### src/verilog/rmw_pkg.sv
package rmw_pkg;

    // ----------------------------------------
    // Bus encodings
    // ----------------------------------------
    localparam logic [1:0] SIZE_LONG = 2'h0;
    localparam logic [1:0] SIZE_BYTE = 2'h1;
    localparam logic [1:0] SIZE_WORD = 2'h2;
    localparam logic [1:0] TT_ACK    = 2'h3;

    // ----------------------------------------
    // Sequence constants
    // ----------------------------------------
    localparam int          IDLE_CLKS   = 1;
    localparam logic [31:0] SEM_SET_BIT = 32'h0000_0080;
    localparam logic [31:0] DATA_ZERO   = 32'h0000_0000;

    // ----------------------------------------
    // Operations and states
    // ----------------------------------------
    typedef enum logic [1:0] {
        OP_TEST_AND_SET,
        OP_COMPARE_AND_SWAP,
        OP_COMPARE_AND_SWAP_DUAL,
        OP_TABLE_UPDATE
    } rmw_op_e;

    typedef enum logic [2:0] {
        ST_IDLE,
        ST_PUSH,
        ST_RD_ADDR,
        ST_RD_DATA,
        ST_GAP,
        ST_WR_ADDR,
        ST_WR_DATA
    } seq_state_e;

    // ----------------------------------------
    // Carriers
    // ----------------------------------------
    typedef struct packed {
        rmw_op_e     op;
        logic [31:0] addr0;
        logic [31:0] addr1;
        logic [1:0]  size;
        logic [1:0]  tt;
        logic [2:0]  tm;
        logic [1:0]  upa;
        logic        cache_hit;
        logic        cache_dirty;
        logic [31:0] cmp0;
        logic [31:0] cmp1;
        logic [31:0] upd0;
        logic [31:0] upd1;
    } rmw_req_s;

    typedef struct packed {
        logic        refused;
        logic        matched;
        logic [31:0] read0;
        logic [31:0] read1;
    } rmw_resp_s;

endpackage

### src/verilog/rmw_lane_steer.sv
`timescale 1ns/1ps
module rmw_lane_steer
    import rmw_pkg::*;
(
    // Transfer shape
    input  wire logic [1:0]  size,
    input  wire logic [1:0]  low_addr,
    // Data, operand side right-justified
    input  wire logic [31:0] op_wdata,
    input  wire logic [31:0] bus_rdata,
    output logic      [31:0] bus_wdata,
    output logic      [31:0] op_rdata
);

    // ----------------------------------------
    // Lane placement, big-endian byte order
    // ----------------------------------------
    function automatic logic [4:0] lane_shift(input logic [1:0] sz, input logic [1:0] a);
        logic [2:0] nbytes;
        nbytes = (sz == SIZE_BYTE) ? 3'd1 : (sz == SIZE_WORD) ? 3'd2 : 3'd4;
        lane_shift = {3'(3'd4 - nbytes - {1'b0, a}), 2'b00} << 1;
    endfunction

    function automatic logic [31:0] size_mask(input logic [1:0] sz);
        size_mask = (sz == SIZE_BYTE) ? 32'h0000_00FF :
                    (sz == SIZE_WORD) ? 32'h0000_FFFF : 32'hFFFF_FFFF;
    endfunction

    logic [4:0] shift;

    // Lanes above the selected ones carry the operand's stale bits and lanes below them are zero; the slave ignores both
    always_comb begin
        shift     = lane_shift(size, low_addr);
        bus_wdata = op_wdata << shift;
        op_rdata  = (bus_rdata >> shift) & size_mask(size);
    end

endmodule

### src/verilog/locked_rmw_bus_sequencer.sv
`timescale 1ns/1ps
module locked_rmw_bus_sequencer
    import rmw_pkg::*;
#(
    parameter int GAP_CLKS = IDLE_CLKS
)(
    // Clock and reset
    input  wire logic        clk,
    input  wire logic        rst,
    // Core request and answer
    input  wire logic        req_valid,
    output logic             req_ready,
    input  wire rmw_req_s    req,
    output rmw_resp_s        resp,
    output logic             resp_valid,
    // Data cache
    output logic             cache_invalidate,
    output logic             cache_push_req,
    input  wire logic        cache_push_done,
    // External bus, active-low controls
    output logic      [31:0] address,
    output logic      [1:0]  transfer_type,
    output logic      [2:0]  transfer_modifier,
    output logic      [1:0]  user_page_attr,
    output logic             transfer_size_hi,
    output logic             transfer_size_lo,
    output logic             read_write,
    output logic             cache_inhibit_out_n,
    output logic             transfer_start_n,
    output logic             transfer_in_progress_n,
    output logic             bus_lock_n,
    output logic             lock_end_n,
    input  wire logic        transfer_ack_n,
    // Data bus, three signals
    input  wire logic [31:0] data_in,
    output logic      [31:0] data_out,
    output logic             data_oe_n
);

    // ----------------------------------------
    // State
    // ----------------------------------------
    seq_state_e  state;
    rmw_req_s    cur;
    logic        rd_idx;
    logic        wr_idx;
    logic [31:0] rd0;
    logic [31:0] rd1;
    logic [7:0]  gap_cnt;
    logic        ack;
    logic        take;
    logic        chain;
    logic        wr_last;
    logic [31:0] wr_addr;
    logic [31:0] wr_val;
    logic        match0;
    logic        match1;
    logic [31:0] lane_wdata;
    logic [31:0] lane_rdata;
    logic [31:0] bus_addr;

    assign ack = !transfer_ack_n;

    // ----------------------------------------
    // Helpers
    // ----------------------------------------
    function automatic logic [31:0] size_mask(input logic [1:0] sz);
        size_mask = (sz == SIZE_BYTE) ? 32'h0000_00FF :
                    (sz == SIZE_WORD) ? 32'h0000_FFFF : 32'hFFFF_FFFF;
    endfunction

    function automatic logic acceptable(input rmw_req_s r);
        acceptable = (r.tt != TT_ACK);
    endfunction

    // ----------------------------------------
    // Request acceptance
    // ----------------------------------------
    // A new request is taken when idle, or at the very end of the final write so that
    // back-to-back locked sequences keep lock without a gap, and in-progress too unless the next one first waits for a cache push.
    always_comb begin
        chain     = (state == ST_WR_DATA) && ack && wr_last;
        req_ready = (state == ST_IDLE) || (chain && acceptable(req));
        take      = req_valid && req_ready;
    end

    // ----------------------------------------
    // Write plan
    // ----------------------------------------
    always_comb begin
        match0  = ((rd0 ^ cur.cmp0) & size_mask(cur.size)) == DATA_ZERO;
        match1  = ((rd1 ^ cur.cmp1) & size_mask(cur.size)) == DATA_ZERO;
        wr_last = 1'b1;
        wr_addr = cur.addr0;
        wr_val  = rd0;
        case (cur.op)
            OP_TEST_AND_SET: begin
                wr_val = rd0 | SEM_SET_BIT;
            end
            OP_COMPARE_AND_SWAP: begin
                wr_val = match0 ? cur.upd0 : rd0;
            end
            OP_COMPARE_AND_SWAP_DUAL: begin
                if (match0 && match1) begin
                    wr_last = wr_idx;
                    wr_addr = wr_idx ? cur.addr1 : cur.addr0;
                    wr_val  = wr_idx ? cur.upd1 : cur.upd0;
                end else begin
                    wr_addr = cur.addr1;
                    wr_val  = rd1;
                end
            end
            OP_TABLE_UPDATE: begin
                wr_val = rd0 | cur.upd0;
            end
            default: begin
                wr_val = rd0;
            end
        endcase
    end

    // ----------------------------------------
    // Sequencer
    // ----------------------------------------
    always_ff @(posedge clk) begin
        if (rst) begin
            state  <= ST_IDLE;
            rd_idx <= 1'b0;
            wr_idx <= 1'b0;
        end else begin
            case (state)
                ST_IDLE, ST_WR_DATA: begin
                    if (state == ST_WR_DATA && !ack) begin
                        state <= ST_WR_DATA;
                    end else if (state == ST_WR_DATA && !wr_last) begin
                        state  <= ST_WR_ADDR;
                        wr_idx <= 1'b1;
                    end else if (take && acceptable(req)) begin
                        rd_idx <= 1'b0;
                        wr_idx <= 1'b0;
                        if (req.cache_hit && req.cache_dirty) begin
                            state <= ST_PUSH;
                        end else begin
                            state <= ST_RD_ADDR;
                        end
                    end else begin
                        state <= ST_IDLE;
                    end
                end
                ST_PUSH: begin
                    if (cache_push_done) begin
                        state <= ST_RD_ADDR;
                    end
                end
                ST_RD_ADDR: begin
                    state <= ST_RD_DATA;
                end
                ST_RD_DATA: begin
                    if (ack) begin
                        if (cur.op == OP_COMPARE_AND_SWAP_DUAL && !rd_idx) begin
                            state  <= ST_RD_ADDR;
                            rd_idx <= 1'b1;
                        end else begin
                            state <= ST_GAP;
                        end
                    end
                end
                ST_GAP: begin
                    if (gap_cnt >= 8'(GAP_CLKS - 1)) begin
                        state <= ST_WR_ADDR;
                    end
                end
                ST_WR_ADDR: begin
                    state <= ST_WR_DATA;
                end
                default: begin
                    state <= ST_IDLE;
                end
            endcase
        end
    end

    // Idle clock counter; the compare settles here
    always_ff @(posedge clk) begin
        if (rst || state != ST_GAP) begin
            gap_cnt <= 8'h00;
        end else begin
            gap_cnt <= gap_cnt + 8'h01;
        end
    end

    // ----------------------------------------
    // Request capture and read data
    // ----------------------------------------
    always_ff @(posedge clk) begin
        if (rst) begin
            cur <= '0;
            rd0 <= DATA_ZERO;
            rd1 <= DATA_ZERO;
        end else begin
            if (take && acceptable(req)) begin
                cur <= req;
            end
            if (state == ST_RD_DATA && ack) begin
                if (rd_idx) begin
                    rd1 <= lane_rdata;
                end else begin
                    rd0 <= lane_rdata;
                end
            end
        end
    end

    // ----------------------------------------
    // Cache side and answer
    // ----------------------------------------
    always_ff @(posedge clk) begin
        if (rst) begin
            cache_invalidate <= 1'b0;
            cache_push_req   <= 1'b0;
            resp_valid       <= 1'b0;
            resp             <= '0;
        end else begin
            cache_invalidate <= take && acceptable(req) && req.cache_hit;
            cache_push_req   <= take && acceptable(req) && req.cache_hit && req.cache_dirty;
            resp_valid       <= (take && !acceptable(req)) || chain;
            if (take && !acceptable(req)) begin
                resp <= '{refused: 1'b1, matched: 1'b0, read0: DATA_ZERO, read1: DATA_ZERO};
            end else if (chain) begin
                resp.refused <= 1'b0;
                resp.matched <= (cur.op == OP_COMPARE_AND_SWAP_DUAL) ? (match0 && match1) : match0;
                resp.read0   <= rd0;
                resp.read1   <= rd1;
            end
        end
    end

    // ----------------------------------------
    // Bus address and data registers
    // ----------------------------------------
    // Address is loaded one clock ahead so it stands from a flop in each address clock.
    always_comb begin
        bus_addr = address;
        if (state == ST_RD_DATA && ack && cur.op == OP_COMPARE_AND_SWAP_DUAL && !rd_idx) begin
            bus_addr = cur.addr1;
        end else if (take && acceptable(req)) begin
            bus_addr = req.addr0;
        end else if (state == ST_GAP || (state == ST_WR_DATA && ack && !wr_last)) begin
            bus_addr = (state == ST_GAP) ? wr_addr :
                       (cur.op == OP_COMPARE_AND_SWAP_DUAL) ? cur.addr1 : wr_addr;
        end
    end

    always_ff @(posedge clk) begin
        if (rst) begin
            address  <= 32'h0000_0000;
            data_out <= DATA_ZERO;
        end else begin
            address <= bus_addr;
            if (state == ST_WR_ADDR) begin
                data_out <= lane_wdata;
            end
        end
    end

    rmw_lane_steer u_lanes (
        .size      (cur.size),
        .low_addr  (address[1:0]),
        .op_wdata  (wr_val),
        .bus_rdata (data_in),
        .bus_wdata (lane_wdata),
        .op_rdata  (lane_rdata)
    );

    // ----------------------------------------
    // Bus controls, decoded from state flops
    // ----------------------------------------
    always_comb begin
        transfer_type          = cur.tt;
        transfer_modifier      = cur.tm;
        user_page_attr         = cur.upa;
        transfer_size_hi       = cur.size[1];
        transfer_size_lo       = cur.size[0];
        transfer_start_n       = 1'b1;
        transfer_in_progress_n = 1'b1;
        bus_lock_n             = 1'b1;
        lock_end_n             = 1'b1;
        read_write             = 1'b1;
        cache_inhibit_out_n    = 1'b1;
        data_oe_n              = 1'b1;
        case (state)
            ST_PUSH: begin
                bus_lock_n = 1'b0;
            end
            ST_RD_ADDR, ST_RD_DATA: begin
                bus_lock_n             = 1'b0;
                transfer_in_progress_n = 1'b0;
                cache_inhibit_out_n    = 1'b0;
                transfer_start_n       = (state != ST_RD_ADDR);
            end
            ST_GAP: begin
                bus_lock_n = 1'b0;
            end
            ST_WR_ADDR, ST_WR_DATA: begin
                bus_lock_n             = 1'b0;
                transfer_in_progress_n = 1'b0;
                cache_inhibit_out_n    = 1'b0;
                read_write             = 1'b0;
                transfer_start_n       = (state != ST_WR_ADDR);
                lock_end_n             = !wr_last;
                data_oe_n              = (state != ST_WR_DATA);
            end
            default: begin
                bus_lock_n = 1'b1;
            end
        endcase
    end

endmodule

### config.mk
export PLATFORM = sky130hd
export DESIGN_NAME = locked_rmw_bus_sequencer
export DESIGN_NICKNAME = d
export VERILOG_FILES = /design/src/verilog/rmw_pkg.sv /design/src/verilog/rmw_lane_steer.sv /design/src/verilog/locked_rmw_bus_sequencer.sv
export SDC_FILE = /design/constraint.sdc
export NUM_CORES = 1
export LEC_CHECK = 0
export BUFFER_PORTS_ARGS = -buffer_cell sky130_fd_sc_hd__clkbuf_2
export CELL_PAD_IN_SITES_DETAIL_PLACEMENT = 0
export CELL_PAD_IN_SITES_GLOBAL_PLACEMENT = 2
export CORE_MARGIN = 2
export CORE_UTILIZATION = 31
export DETAILED_ROUTE_END_ITERATION = 10
export PLACE_DENSITY_LB_ADDON = 0.1
export SYNTH_ARGS = -nofsm -noshare
export SYNTH_HDL_FRONTEND = slang
export SYNTH_HIERARCHICAL = 1
export SYNTH_SLANG_ARGS = --single-unit
### constraint.sdc
create_clock -name clk -period 4 [get_ports clk]
set_clock_uncertainty 0.2 [all_clocks]
set_input_delay 0.8 -clock clk [delete_from_list [all_inputs] [get_ports clk]]
set_output_delay 0.8 -clock clk [all_outputs]
set_load 0.005 [all_outputs]
==> results_dict.tcl <==
set metrics [dict create \
    critPathCapture "req_ready" \
    register_area_um2 8130 \
    grt_pass1_wl_um 122000 \
    cts.path.max_buffers 3 \
    synth_compound_area_share_pct 18.4 \
    fp.dieW_um 249 \
    critPathCaptureType "output pin" \
    worst_slew_pin_slew_ps 906 \
    crit_required_ps 3000 \
    ioPinCount 392 \
    synth_edf_count 0 \
    synth_mux_area_share_pct 4.48 \
    synth-simple-area-share_pct 24.4 \
    synth_cell_types 57 \
    synth_commonest_cells "nand2_1 (745), a21oi_1 (471), dfxtp_1 (405)" \
    port_buffers 391 \
    cts-root-buf "clkbuf_16" \
    initialDrtViolationCount 1250 \
    netlist.area_leader.share_pct 43.7 \
    drive_above_1_share_pct 24.1 \
    vias 18700 \
    reg2reg_from "rd0[20]" \
    synth_xor_area_share_pct 3.33 \
    synth_top_family_by_area "simple AND/OR/NAND/NOR gates" \
    outcome "finished with violations" \
    rrSetupSlack_ps 190 \
    overflow 0 \
    dieArea_um2 61800 \
    fp.coreArea_um2 59100 \
    violations "design-rule violations" \
    yosys_warnings 6 \
    cts_tree "yes" \
    multiInputGateArea_um2 9570 \
    grt_max_degree 187 \
    clkTransAtPathRegs_ps 60 \
    final_nets 3044 \
    worst-path-max-fanout 16 \
    ys_ff_latch 405 \
    dr.pass1.iters 8 \
    wl_per_cell_um 23.0 \
    holdCritPathClass "in -> reg" \
    htreeDepth 2 \
    arrival_ps 2870 \
    synth.largest_area_cell "dfxtp_1" \
    slew_viol_final 0 \
    ys_top_cells_by_area "dfxtp_1 (44%), nand2_1 (15%), a21oi_1 (13%)" \
    cts_setup_buffers 0 \
    vdd_drop_max_uv 276 \
    postRouteAntennaNets 0 \
    avgViaCountPerCell 5.18 \
    antenna_found_initial 5 \
    critPathKind "reg -> out" \
    finalNonFillerCells 3611 \
    hold_viol 0 \
    grtUsageTotal_pct 26.0 \
    combPwrFrac_pct 24.5 \
    final.period_utilization_pct 96.6 \
    startpoint_type "register" \
    r2r_end "data_out[17]" \
    setup_viol 0 \
    max_cap_viol_count 0 \
    initial_utilization_pct 31.4 \
    worstSetupStartpoint "rd0[20]" \
    switchingPower_mw 3.86 \
    async_flop_share_pct 0 \
    grt_pass1_vias 18600 \
    min_path_cells 2 \
    num_rows 89 \
    drc 22 \
    area_growth_pct 27.9 \
    slew-limit-headroom_pct 39.6 \
    hpwl_um 62300 \
    min_period_ps 3870 \
    synthesis.nets 2662 \
    power_density_nw_per_um2 509 \
    switching_share_pct 31.9 \
    dieHeight_um 249 \
    gp_congestion 0.964 \
    avgSynthCellArea_um2 7.68 \
    synth_cells 2415 \
    rsz0062_at_grt "false" \
    leakagePower_nw 9.31 \
    p_clk_share_pct 37.9 \
    r2r.worst_path.cells 15 \
    wirelength_um 82900 \
    synth_ff_type "dfxtp_1" \
    dp.cells 3521 \
    synth_area_um2 18500 \
    clk-insertion-delay-late_ps 600 \
    cts-buffers-inserted 47 \
    ys_seq_area_share_pct 43.7 \
    p_int_mw 8.22 \
    synthAdderAreaFrac_pct 0.337 \
    clock_sink_count 405 \
    hold_slack_ps 223 \
    synth.most_common_cell "nand2_1" \
    pwr-share-seq_pct 37.7 \
    max_clock_freq_mhz 259 \
    fillers 6201 \
]
## critical path, stage by stage, from the launching register on
cell	delay (ps)
dfxtp_4	400
xnor2_1	130
nand4_1	210
o41ai_4	530
o2111a_1	310
buf_12	160
buf_8	140
nand2_2	70
nand2_2	100
o21ai_0	90
clkbuf_2	130
## final cells by class
cell class	count	share of cell area [%]
well taps	773	4.08
diodes	4	0.0422
clock inverters	16	1.03
flip-flops and latches	405	34.3
inverters	10	0.158
clock buffers	70	5.83
multi-input cells	1791	40.3
repair buffers	542	14.3
## through the flow
step | cell area, µm² | setup TNS [ps] | utilization [%] | setup slack (ps) | total power [mW]
global placement | 22000 | -528 | 37.2 | -195 | 7.54
finish | 23700 | 0 | 40.1 | 135 | 12.1
floorplan | 18500 | 0 | - | 683 | 6.35
CTS | 23700 | 0 | 40.0 | 1.20 | 12.2
global route | 23700 | 0 | 40.1 | 11.8 | 12.6
detailed placement | 22000 | -519 | 37.2 | -221 | 7.55
## cells by family (layout without fill, tap and decap cells)
kind of cell | after synthesis | after routing
AO/OA/AOI/OAI | 589 | 589
XOR/XNOR | 67 | 67
adder cells (fa/ha/maj) | 5 | 5
buffers and inverters | 219 | 638
flip-flops | 405 | 405
multiplexers | 73 | 73
other | 0 | 4
AND/OR/NAND/NOR | 1057 | 1057
## sequential cells by signal (all words and copies together) (netlist names)
| signal | flops |
|---|---|
| transfer_type | 2 |
| transfer_size_hi | 1 |
| wr_idx | 1 |
| cur | 194 |
| cache_invalidate | 1 |
| data_out | 32 |
| address | 32 |
| state | 3 |
| cache_push_req | 1 |
| resp | 66 |
| rd1 | 32 |
| resp_valid | 1 |
| user_page_attr | 2 |
| transfer_modifier | 3 |
| rd0 | 32 |
| transfer_size_lo | 1 |
| rd_idx | 1 |
## metal layers
metal  wire length (µm)  GRT usage (%)  up-vias  part of all wire, %
li1                   -              -     8943                    -
met1              35500           33.2     9017                   43
met2              40000           44.5      622                   48
met3               4400           3.52      137                  5.3
met4               3020           9.80        4                  3.6
met5                 26              0        -                0.031
## what timing repair did
action | CTS | global route
gates resized for setup | 9 | 14
hold buffers | 0 | 0
setup endpoints to repair | 11 | 3
pin swaps | 1 | 6
hold endpoints to repair | 0 | 0
## power by group through the flow
stage	registers [mW]	logic, mW	clock network [mW]
3_5_place_dp	4.64	2.91	0
5_1_grt	4.58	3.20	4.85
6_report	4.55	2.96	4.57
3_3_place_gp	4.64	2.91	0
2_1_floorplan	4.54	1.81	0
4_1_cts	4.55	2.95	4.68
## worst min path at each step
stage	from	endpoint	slack, ps
finish	req[128]	cache_push_req	220
global placement	cur[173]	cur[173]	240
global route	req[57]	cur[57]	220
floorplan	cur[171]	cur[171]	230
CTS	req[128]	cache_push_req	190
detailed placement	cur[198]	cur[198]	240
## cell usage in the layout (no fill, tap or decap), types with 3 or more instances in the layout
cell type / count
mux2i_1: 65
buf_12: 22
nor3_1: 67
o221ai_1: 32
nand4_1: 10
nand3_1: 11
mux4_1: 6
nor2_1: 98
and2_1: 11
inv_1: 10
diode_2: 4
nor3b_1: 10
nand4b_1: 32
o21ai_0: 18
nand2b_1: 33
a21oi_1: 471
clkinv_2: 8
buf_4: 128
bufinv_16: 6
dfxtp_4: 4
nor4_1: 4
nand3b_1: 7
dfxtp_2: 4
nand2_2: 3
nand2_1: 742
nor4_2: 3
clkbuf_2: 390
a211oi_2: 30
xnor2_1: 38
dfxtp_1: 397
o31ai_1: 8
xor2_1: 25
nor2b_1: 12
ha_1: 4
clkbuf_16: 48
clkbuf_8: 10
a211oi_1: 11
clkbuf_1: 12
Power figures use the tool's default switching activity.
